$ cat src/shared/mpwob_consts.vh
// constants for the multi pulse width output bank
`ifndef MPWOB_CONSTS_VH
`define MPWOB_CONSTS_VH

// ==========================================================
// register map (8-bit word index)
`define MPWOB_ADDR_W 8
`define MPWOB_DATA_W 8
`define MPWOB_REG_LATCH0 8'h0A
`define MPWOB_REG_LATCH7 8'h11
`define MPWOB_REG_FINE 8'h12
`define MPWOB_REG_COARSE 8'h13
`define MPWOB_REG_LOW_EN 8'h15
`define MPWOB_REG_HIGH_EN 8'h16
`define MPWOB_REG_LEVEL 8'h17
`define MPWOB_REG_STATUS 8'h18

// ==========================================================
// field positions
`define MPWOB_HIGH_EN_BIT 0
`define MPWOB_LVL_SEVEN_BIT 0
`define MPWOB_LVL_SIX_BIT 1
`define MPWOB_LVL_HIGH_BIT 2

// ==========================================================
// reset values
`define MPWOB_RST_LATCH 8'h00
`define MPWOB_RST_FINE 7'h7F
`define MPWOB_RST_COARSE 7'h00
`define MPWOB_RST_EN 8'h00
`define MPWOB_RST_LEVEL 3'h0

// ==========================================================
// timing
`define MPWOB_DIV 3
`define MPWOB_SIX_PERIOD 64
`define MPWOB_SEVEN_PERIOD 128

`endif

$ cat src/hdl/mpwob_div3.v
// divide-by-three enable pulse generator
`timescale 1ns/1ps
`default_nettype none
`include "mpwob_consts.vh"

module mpwob_div3 (
    // clock and reset
    input wire clk,
    input wire rst_n,
    // enable pulse
    output reg tick
);
    reg [1:0] cnt;

    // ==========================================================
    // divider
    always @(posedge clk or negedge rst_n) begin
        if (!rst_n) begin
            cnt <= 2'h0;
            tick <= 1'b0;
        end else begin
            tick <= (cnt == 2'h0);
            if (cnt == (`MPWOB_DIV - 1)) begin
                cnt <= 2'h0;
            end else begin
                cnt <= cnt + 2'h1;
            end
        end
    end
endmodule
`default_nettype wire

$ cat src/hdl/mpwob_fine_sel.v
// fine pulse subperiod selector
`timescale 1ns/1ps
`default_nettype none

module mpwob_fine_sel (
    // inputs
    input wire [6:0] fine_latch,
    input wire [6:0] subperiod,
    // result
    output reg select
);
    integer k;

    // ==========================================================
    // a zero in bit k picks subperiods that are odd multiples of 2^(6-k)
    always @* begin
        select = 1'b0;
        for (k = 0; k < 7; k = k + 1) begin
            if (!fine_latch[k] && ((subperiod & ((7'h01 << (6 - k)) - 7'h01)) == 7'h00)
                && subperiod[6 - k]) begin
                select = 1'b1;
            end
        end
    end
endmodule
`default_nettype wire

$ cat src/hdl/mpwob_top.v
// nine channel pulse width output bank with shared port pins
// Function
// - low-res enable picks pulse or port line
// - two level bits set low-res polarity
// - eight consecutive latches set low-res duty
// - low-res clock is crystal over three
// - six-bit channels repeat every 192 crystals
// - seven-bit channels repeat every 384 crystals
// - high-res enable picks pulse or port
// - fine and coarse latches at adjacent registers
// - writing either latch loads working register
// - upper bits coarse, lower bits fine select
// - high-res output is coarse OR fine
// - own level bit sets high-res polarity
// - 14-bit counter, 384 subperiod, 49152 cycle
// - coarse low for latch plus one clocks
// - fine pulse one clock at subperiod start
// - zero bits select, selections are unioned
// - bits 3..6 select finer subperiod sets
// - all ones latch adds no fine pulses
//
// The implementer's own choices: the register addresses and the plain strobed port.
`timescale 1ns/1ps
`default_nettype none
`include "mpwob_consts.vh"

module mpwob_top (
    // clock and reset
    input wire clk,
    input wire rst_n,
    // register port
    input wire [7:0] reg_addr,
    input wire [7:0] reg_wdata,
    input wire reg_wr,
    input wire reg_rd,
    output reg [7:0] reg_rdata,
    // port line values from the port logic
    input wire [7:0] shared_port_lines_low,
    input wire shared_port_line_high,
    // output pins
    output reg [7:0] low_res_pulse_outputs,
    output reg high_res_pulse_output
);
    // ==========================================================
    // registers
    reg [7:0] duty_latch [0:7];
    reg [6:0] fine_pulse_select_latch;
    reg [6:0] coarse_width_latch;
    reg [13:0] working_width_register;
    reg [7:0] low_res_channel_enable;
    reg high_res_channel_enable;
    reg seven_bit_level_select;
    reg six_bit_level_select;
    reg high_res_level_select;

    // ==========================================================
    // timebase
    wire tick;
    reg [6:0] low_cnt;
    reg [13:0] hi_cnt;

    mpwob_div3 u_div (
        .clk(clk),
        .rst_n(rst_n),
        .tick(tick)
    );

    always @(posedge clk or negedge rst_n) begin
        if (!rst_n) begin
            low_cnt <= 7'h00;
            hi_cnt <= 14'h0000;
        end else if (tick) begin
            low_cnt <= low_cnt + 7'h01;
            hi_cnt <= hi_cnt + 14'h0001;
        end
    end

    // ==========================================================
    // register writes
    wire wr_latch = reg_wr && (reg_addr >= `MPWOB_REG_LATCH0) && (reg_addr <= `MPWOB_REG_LATCH7);
    wire [2:0] latch_idx = reg_addr[2:0] - 3'h2;
    integer i;

    always @(posedge clk or negedge rst_n) begin
        if (!rst_n) begin
            for (i = 0; i < 8; i = i + 1) begin
                duty_latch[i] <= `MPWOB_RST_LATCH;
            end
            fine_pulse_select_latch <= `MPWOB_RST_FINE;
            coarse_width_latch <= `MPWOB_RST_COARSE;
            working_width_register <= {`MPWOB_RST_COARSE, `MPWOB_RST_FINE};
            low_res_channel_enable <= `MPWOB_RST_EN;
            high_res_channel_enable <= 1'b0;
            seven_bit_level_select <= 1'b0;
            six_bit_level_select <= 1'b0;
            high_res_level_select <= 1'b0;
        end else if (reg_wr) begin
            if (wr_latch) begin
                duty_latch[latch_idx] <= reg_wdata;
            end
            case (reg_addr)
                `MPWOB_REG_FINE: begin
                    fine_pulse_select_latch <= reg_wdata[6:0];
                    working_width_register <= {coarse_width_latch, reg_wdata[6:0]};
                end
                `MPWOB_REG_COARSE: begin
                    coarse_width_latch <= reg_wdata[6:0];
                    working_width_register <= {reg_wdata[6:0], fine_pulse_select_latch};
                end
                `MPWOB_REG_LOW_EN: begin
                    low_res_channel_enable <= reg_wdata;
                end
                `MPWOB_REG_HIGH_EN: begin
                    high_res_channel_enable <= reg_wdata[`MPWOB_HIGH_EN_BIT];
                end
                `MPWOB_REG_LEVEL: begin
                    seven_bit_level_select <= reg_wdata[`MPWOB_LVL_SEVEN_BIT];
                    six_bit_level_select <= reg_wdata[`MPWOB_LVL_SIX_BIT];
                    high_res_level_select <= reg_wdata[`MPWOB_LVL_HIGH_BIT];
                end
                default: begin
                end
            endcase
        end
    end

    // ==========================================================
    // register reads, data valid the cycle after the strobe
    reg [7:0] next_rdata;

    always @* begin
        next_rdata = 8'h00;
        if (wr_latch || ((reg_addr >= `MPWOB_REG_LATCH0) && (reg_addr <= `MPWOB_REG_LATCH7))) begin
            next_rdata = duty_latch[latch_idx];
        end
        case (reg_addr)
            `MPWOB_REG_FINE: next_rdata = {1'b0, fine_pulse_select_latch};
            `MPWOB_REG_COARSE: next_rdata = {1'b0, coarse_width_latch};
            `MPWOB_REG_LOW_EN: next_rdata = low_res_channel_enable;
            `MPWOB_REG_HIGH_EN: next_rdata = {7'h00, high_res_channel_enable};
            `MPWOB_REG_LEVEL: next_rdata = {5'h00, high_res_level_select,
                                            six_bit_level_select, seven_bit_level_select};
            // live state: subperiod index and the high-res pin level
            `MPWOB_REG_STATUS: next_rdata = {high_res_pulse_output, hi_cnt[13:7]};
            default: begin
            end
        endcase
    end

    always @(posedge clk or negedge rst_n) begin
        if (!rst_n) begin
            reg_rdata <= 8'h00;
        end else if (reg_rd) begin
            reg_rdata <= next_rdata;
        end else begin
            reg_rdata <= 8'h00;
        end
    end

    // ==========================================================
    // low resolution channels: 0..3 seven bit, 4..7 six bit
    genvar g;
    generate
        for (g = 0; g < 8; g = g + 1) begin : g_low
            // genvar compare is 32 bits wide, so narrow it to one bit on purpose
            wire six = (g >= 4) ? 1'b1 : 1'b0;
            wire [6:0] pos = six ? {1'b0, low_cnt[5:0]} : low_cnt;
            wire [6:0] duty = six ? {1'b0, duty_latch[g][5:0]} : duty_latch[g][6:0];
            wire raw = (pos < duty);
            wire lvl = six ? six_bit_level_select : seven_bit_level_select;
            always @(posedge clk or negedge rst_n) begin
                if (!rst_n) begin
                    low_res_pulse_outputs[g] <= 1'b0;
                end else if (low_res_channel_enable[g]) begin
                    low_res_pulse_outputs[g] <= raw ^ lvl;
                end else begin
                    low_res_pulse_outputs[g] <= shared_port_lines_low[g];
                end
            end
        end
    endgenerate

    // ==========================================================
    // high resolution channel
    wire [6:0] position = hi_cnt[6:0];
    wire [6:0] subperiod = hi_cnt[13:7];
    wire fine_sel;

    mpwob_fine_sel u_fine (
        .fine_latch(working_width_register[6:0]),
        .subperiod(subperiod),
        .select(fine_sel)
    );

    // coarse high from position latch+1 until the subperiod ends
    wire coarse_out = (position > working_width_register[13:7]);
    wire fine_out = fine_sel && (position == 7'h00);
    wire mixed = coarse_out | fine_out;

    always @(posedge clk or negedge rst_n) begin
        if (!rst_n) begin
            high_res_pulse_output <= 1'b0;
        end else if (high_res_channel_enable) begin
            high_res_pulse_output <= mixed ^ high_res_level_select;
        end else begin
            high_res_pulse_output <= shared_port_line_high;
        end
    end
endmodule
`default_nettype wire

$ cat config.mk
export PLATFORM = sky130hd
export DESIGN_NAME = mpwob_top
export DESIGN_NICKNAME = d
export VERILOG_FILES = /design/src/hdl/mpwob_div3.v /design/src/hdl/mpwob_fine_sel.v /design/src/hdl/mpwob_top.v
export VERILOG_INCLUDE_DIRS = /design/src /design/src/shared
export SDC_FILE = /design/constraint.sdc
export NUM_CORES = 1
export LEC_CHECK = 0
export BUFFER_PORTS_ARGS = -buffer_cell sky130_fd_sc_hd__buf_2
export CAP_MARGIN = 30
export CORE_MARGIN = 8
export CORE_UTILIZATION = 60
export CTS_BUF_LIST = sky130_fd_sc_hd__clkbuf_16
export CTS_CLUSTER_DIAMETER = 100
export DETAILED_ROUTE_END_ITERATION = 12
export PLACE_DENSITY = 0.79
export SYNTH_ARGS = -nofsm -noshare
export SYNTH_HDL_FRONTEND = slang
export SYNTH_HIERARCHICAL = 1
export SYNTH_SLANG_ARGS = --single-unit
$ cat constraint.sdc
create_clock -name clk -period 2.21 [get_ports clk]
set_input_delay 0.3315 -clock clk [delete_from_list [all_inputs] [get_ports clk]]
set_output_delay 0.3315 -clock clk [all_outputs]
set_load 0.03 [all_outputs]
==> metrics.md <==
| Metric | Value |
|---|---|
| Status | complete, no violations |
| CTS Buf Count | 17 |
| Worst Setup EP | high_res_pulse_output$_DFF_PN0_ |
| Detailed Route Iter0 Violations | 469 |
| Reg2reg start | hi_cnt[13]$_DFFE_PN0P_ |
| Switching Fraction | 0.246 |
| Initial antenna violation count | 0 |
| Final net count | 888 |
| Overall routed net length | 21.2 mm |
| Worst VDD drop | 0.567 mV |
| Clock insertion delay at the later pin of the skew report | 0.43 ns |
| Worst slew margin | 0.603 |
| Site Rows | 43 |
| Port bufs | 45 |
| Synth Cell Area | 8300 µm² |
| Vias in the first global route | 6,472 |
| Global route total overflow | 0 |
| Worst stage delay on the critical path | 0.44 ns |
| Commonest cells after routing, fill and taps aside | dfrtp_1 (129), nand2_1 (100), inv_1 (58), ha_1 (58), o21ai_0 (46) |
| CP startpoint kind | flop |
| Clk sink count | 144 |
| Crit. Startpoint | hi_cnt[13]$_DFFE_PN0P_ |
| R2R Setup Slk | 0.06 ns |
| Critical-path cell list | nor3b_1 > o311ai_1 > nand3_1 > nor4b_1 > and3_1 > or3_1 > a31o_2 |
| Main synth FF type | dfrtp_1 |
| Sequential power share | 0.427 |
| Final setup skew | 0.00767 ns |
| Final Hold Fails | 0 |
| Synthesized Nets | 832 |
| Mapped Avg Cell Area | 11.1 µm² |
| Pint | 5060 µW |
| CP Max Fanout | 3 |
| Antenna Violating Nets Remaining | 0 |
| Initial Util | 0.605 |
| Core box area | 13,700 µm² |
| CTS tree | yes |
| PnR Total Power | 6710 µW |
| Design Area, Final | 9470 µm² |
| Library cells used by synthesis | 54 |
| Clk slew on worst S/H paths | 0.06 ns |
| GRT Util Overall | 0.250 |
| Post-CTS setup buffer count | 0 |
| Crit path DAT | 2.47 ns |
| Commonest non-fill, non-tap cell in the layout | dfrtp_1 |
| Io pins | 46 |
| Fin crit share | 0.975 |
| CTS H-tree depth | 4 |
| # DRC | 0 |
| Min Clock Period, post-route | 2.15 ns |
| Cells after Synth | 745 |
| Logic gate share of total power | 0.103 |
| Area of the die | 17,900 µm² |
| Ant diodes | 0 |
| DP Area | 8810 µm² |
| Die width | 134 µm |
| Asr flop ratio synth | 1.00 |
| Synth warn | 6 |
| First-pass GRT wire length | 34.6 mm |
| RSZ-0062 raised after global routing | no |
| Count of flip-flops with a built-in enable after synthesis | 0 |
| Switching power | 1650 µW |
| Pwr dens | 709 nW/µm² |
| Routability-driven placement congestion ratio | 0.960 |
| DR WL/cell | 21.4 µm |
| WS Path Type | reg -> reg |
| Vias per cell | 6.07 |
| Sequential share of the synthesized area | 0.436 |
| Setup TNS | 0 ns |
| Max Cap Viol | 0 |
| CP Capture Type | flop |
| Layout Utilization | 0.690 |
| CTS root buf | clkbuf_16 |
| Longest Clk Path Bufs | 2 |
| CP max stage cell | dfrtp_1 |
| Drt pass-1 iters | 7 |
| Seq cells post-synth | 144 |
| Area grow syn2layout | 14.0% |
| Worst Reg-to-Reg Cells | 7 |
| Maximum operating frequency | 464 MHz |
| Critical Path RT | 2.53 ns |
| Die H | 134 µm |
| Routed vias | 6,033 |
| # fillers | 947 |
| Worst reg2reg path endpoint | high_res_pulse_output$_DFF_PN0_ |
| Setup Viol. Count Final | 0 |
| Slew Limit Fails | 0 |
| LEAKAGE | 0.00454 µW |
| Proportion of layout cells with a drive suffix above 1 | 0.274 |
| Worst hold-check path type | in -> reg |
| Largest net degree at the start of global routing | 61 |
| DP Wirelength | 15.4 mm |
| Slew @ Worst Pin | 0.596 ns |
| Clock power share | 0.470 |
-- worst min path at each step --
stage                        startpoint                                  to  slack [ns]  cells after the start
4_1_cts        shared_port_lines_low[6]  low_res_pulse_outputs[6]$_DFF_PN0_        0.14                      3
3_3_place_gp                      rst_n               hi_cnt[0]$_DFFE_PN0P_        0.26                      1
3_5_place_dp                      rst_n               hi_cnt[0]$_DFFE_PN0P_        0.27                      1
6_report       shared_port_lines_low[5]  low_res_pulse_outputs[5]$_DFF_PN0_        0.15                      3
5_1_grt        shared_port_lines_low[3]  low_res_pulse_outputs[3]$_DFF_PN0_        0.15                      3
2_1_floorplan                     rst_n   coarse_width_latch[0]$_DFFE_PN0P_        0.04                      0
-- power by group through the flow --
| stage | Sequential (µW) | Clock, µW | Combinational, µW |
|---|---|---|---|
| after floorplan | 2890 | 0 | 433 |
| after global placement | 2900 | 0 | 648 |
| after detailed placement | 2910 | 0 | 680 |
| after CTS | 2860 | 3180 | 690 |
| after global routing | 2880 | 3300 | 753 |
| final | 2870 | 3150 | 691 |
-- critical path: cells and delay by family (launching register included) --
kind	cells	cell delay, ns
compound gates	2	0.55
simple gates	5	1.05
flops	1	0.44
-- cell families (layout without fill, tap and decap cells) --
family / Yosys count / in the layout / synth area share
AO/OA/AOI/OAI: 114 / 114 / 0.0803
flip-flops: 144 / 144 / 0.436
XOR/XNOR: 27 / 27 / 0.0285
AND/OR/NAND/NOR: 203 / 203 / 0.135
buffers and inverters: 87 / 156 / 0.0466
multiplexers: 112 / 112 / 0.186
adder cells (fa/ha/maj): 58 / 58 / 0.0874
-- synth_stat cells (3+ instances only) --
library cell | instances | area share
a211oi_1 | 9 | 0.0081
a21oi_1 | 26 | 0.016
a22oi_1 | 5 | 0.0045
a32oi_1 | 4 | 0.0042
and3_1 | 7 | 0.0053
buf_2 | 6 | 0.0036
buf_4 | 4 | 0.0036
buf_6 | 5 | 0.0068
clkbuf_1 | 15 | 0.0068
dfrtp_1 | 130 | 0.39
dfstp_2 | 14 | 0.044
ha_1 | 58 | 0.087
inv_1 | 55 | 0.025
mux2_2 | 43 | 0.058
mux2_4 | 32 | 0.058
mux2i_1 | 20 | 0.024
mux4_2 | 16 | 0.043
nand2_1 | 100 | 0.045
nand3_1 | 18 | 0.011
nand3b_1 | 3 | 0.0027
nand4_1 | 5 | 0.0038
nand4_4 | 4 | 0.010
nor2_1 | 30 | 0.014
nor2b_1 | 12 | 0.0090
nor2b_4 | 3 | 0.0050
nor4_4 | 4 | 0.010
o21ai_0 | 46 | 0.028
o21ai_1 | 9 | 0.0054
o221ai_1 | 3 | 0.0032
o22ai_1 | 3 | 0.0023
xnor2_1 | 20 | 0.021
xor2_1 | 7 | 0.0074
-- routing by layer --
| metal | track usage | vias to the layer above | share of wire | routed length (µm) |
|---|---|---|---|---|
| met5 | 0 | - | 0 | 0 |
| met4 | 0.109 | 0 | 0.029 | 614 |
| met3 | 0.0606 | 46 | 0.043 | 919 |
| met2 | 0.437 | 187 | 0.53 | 11300 |
| met1 | 0.284 | 3061 | 0.40 | 8400 |
| li1 | - | 2739 | - | - |
-- repair_timing --
item	in CTS	in global routing
hold buffers	1	0
endpoints found under the hold margin	32	0
endpoints found under the setup margin	0	3
gates resized for setup	0	1
-- layout make-up --
type                    count  area [µm²]  share of cell area
multi-input cells         514        4300               0.454
flip-flops and latches    144        3620               0.383
repair buffers             68         469              0.0496
clock buffers              17         425              0.0449
well taps                 180         225              0.0238
clock inverters            15         218              0.0230
inverters                  56         210              0.0222
-- sequential cells by signal, summed over array words and instances, names as in the netlist, 8 cells and up --
name                    cells
duty_latch                 64
hi_cnt                     14
working_width_register     14
low_res_channel_enable      8
low_res_pulse_outputs       8
reg_rdata                   8
-- through the flow --
stage	cells	hold slack (ns)	setup slack (ns)
6_report	994	0.148	0.0556
4_1_cts	994	0.136	0.0665
2_1_floorplan	745	0.0359	0.200
3_5_place_dp	961	0.273	0.0477
5_1_grt	994	0.149	0.00798
3_3_place_gp	961	0.265	0.100
No activity file was read; power rests on OpenSTA's default activity.
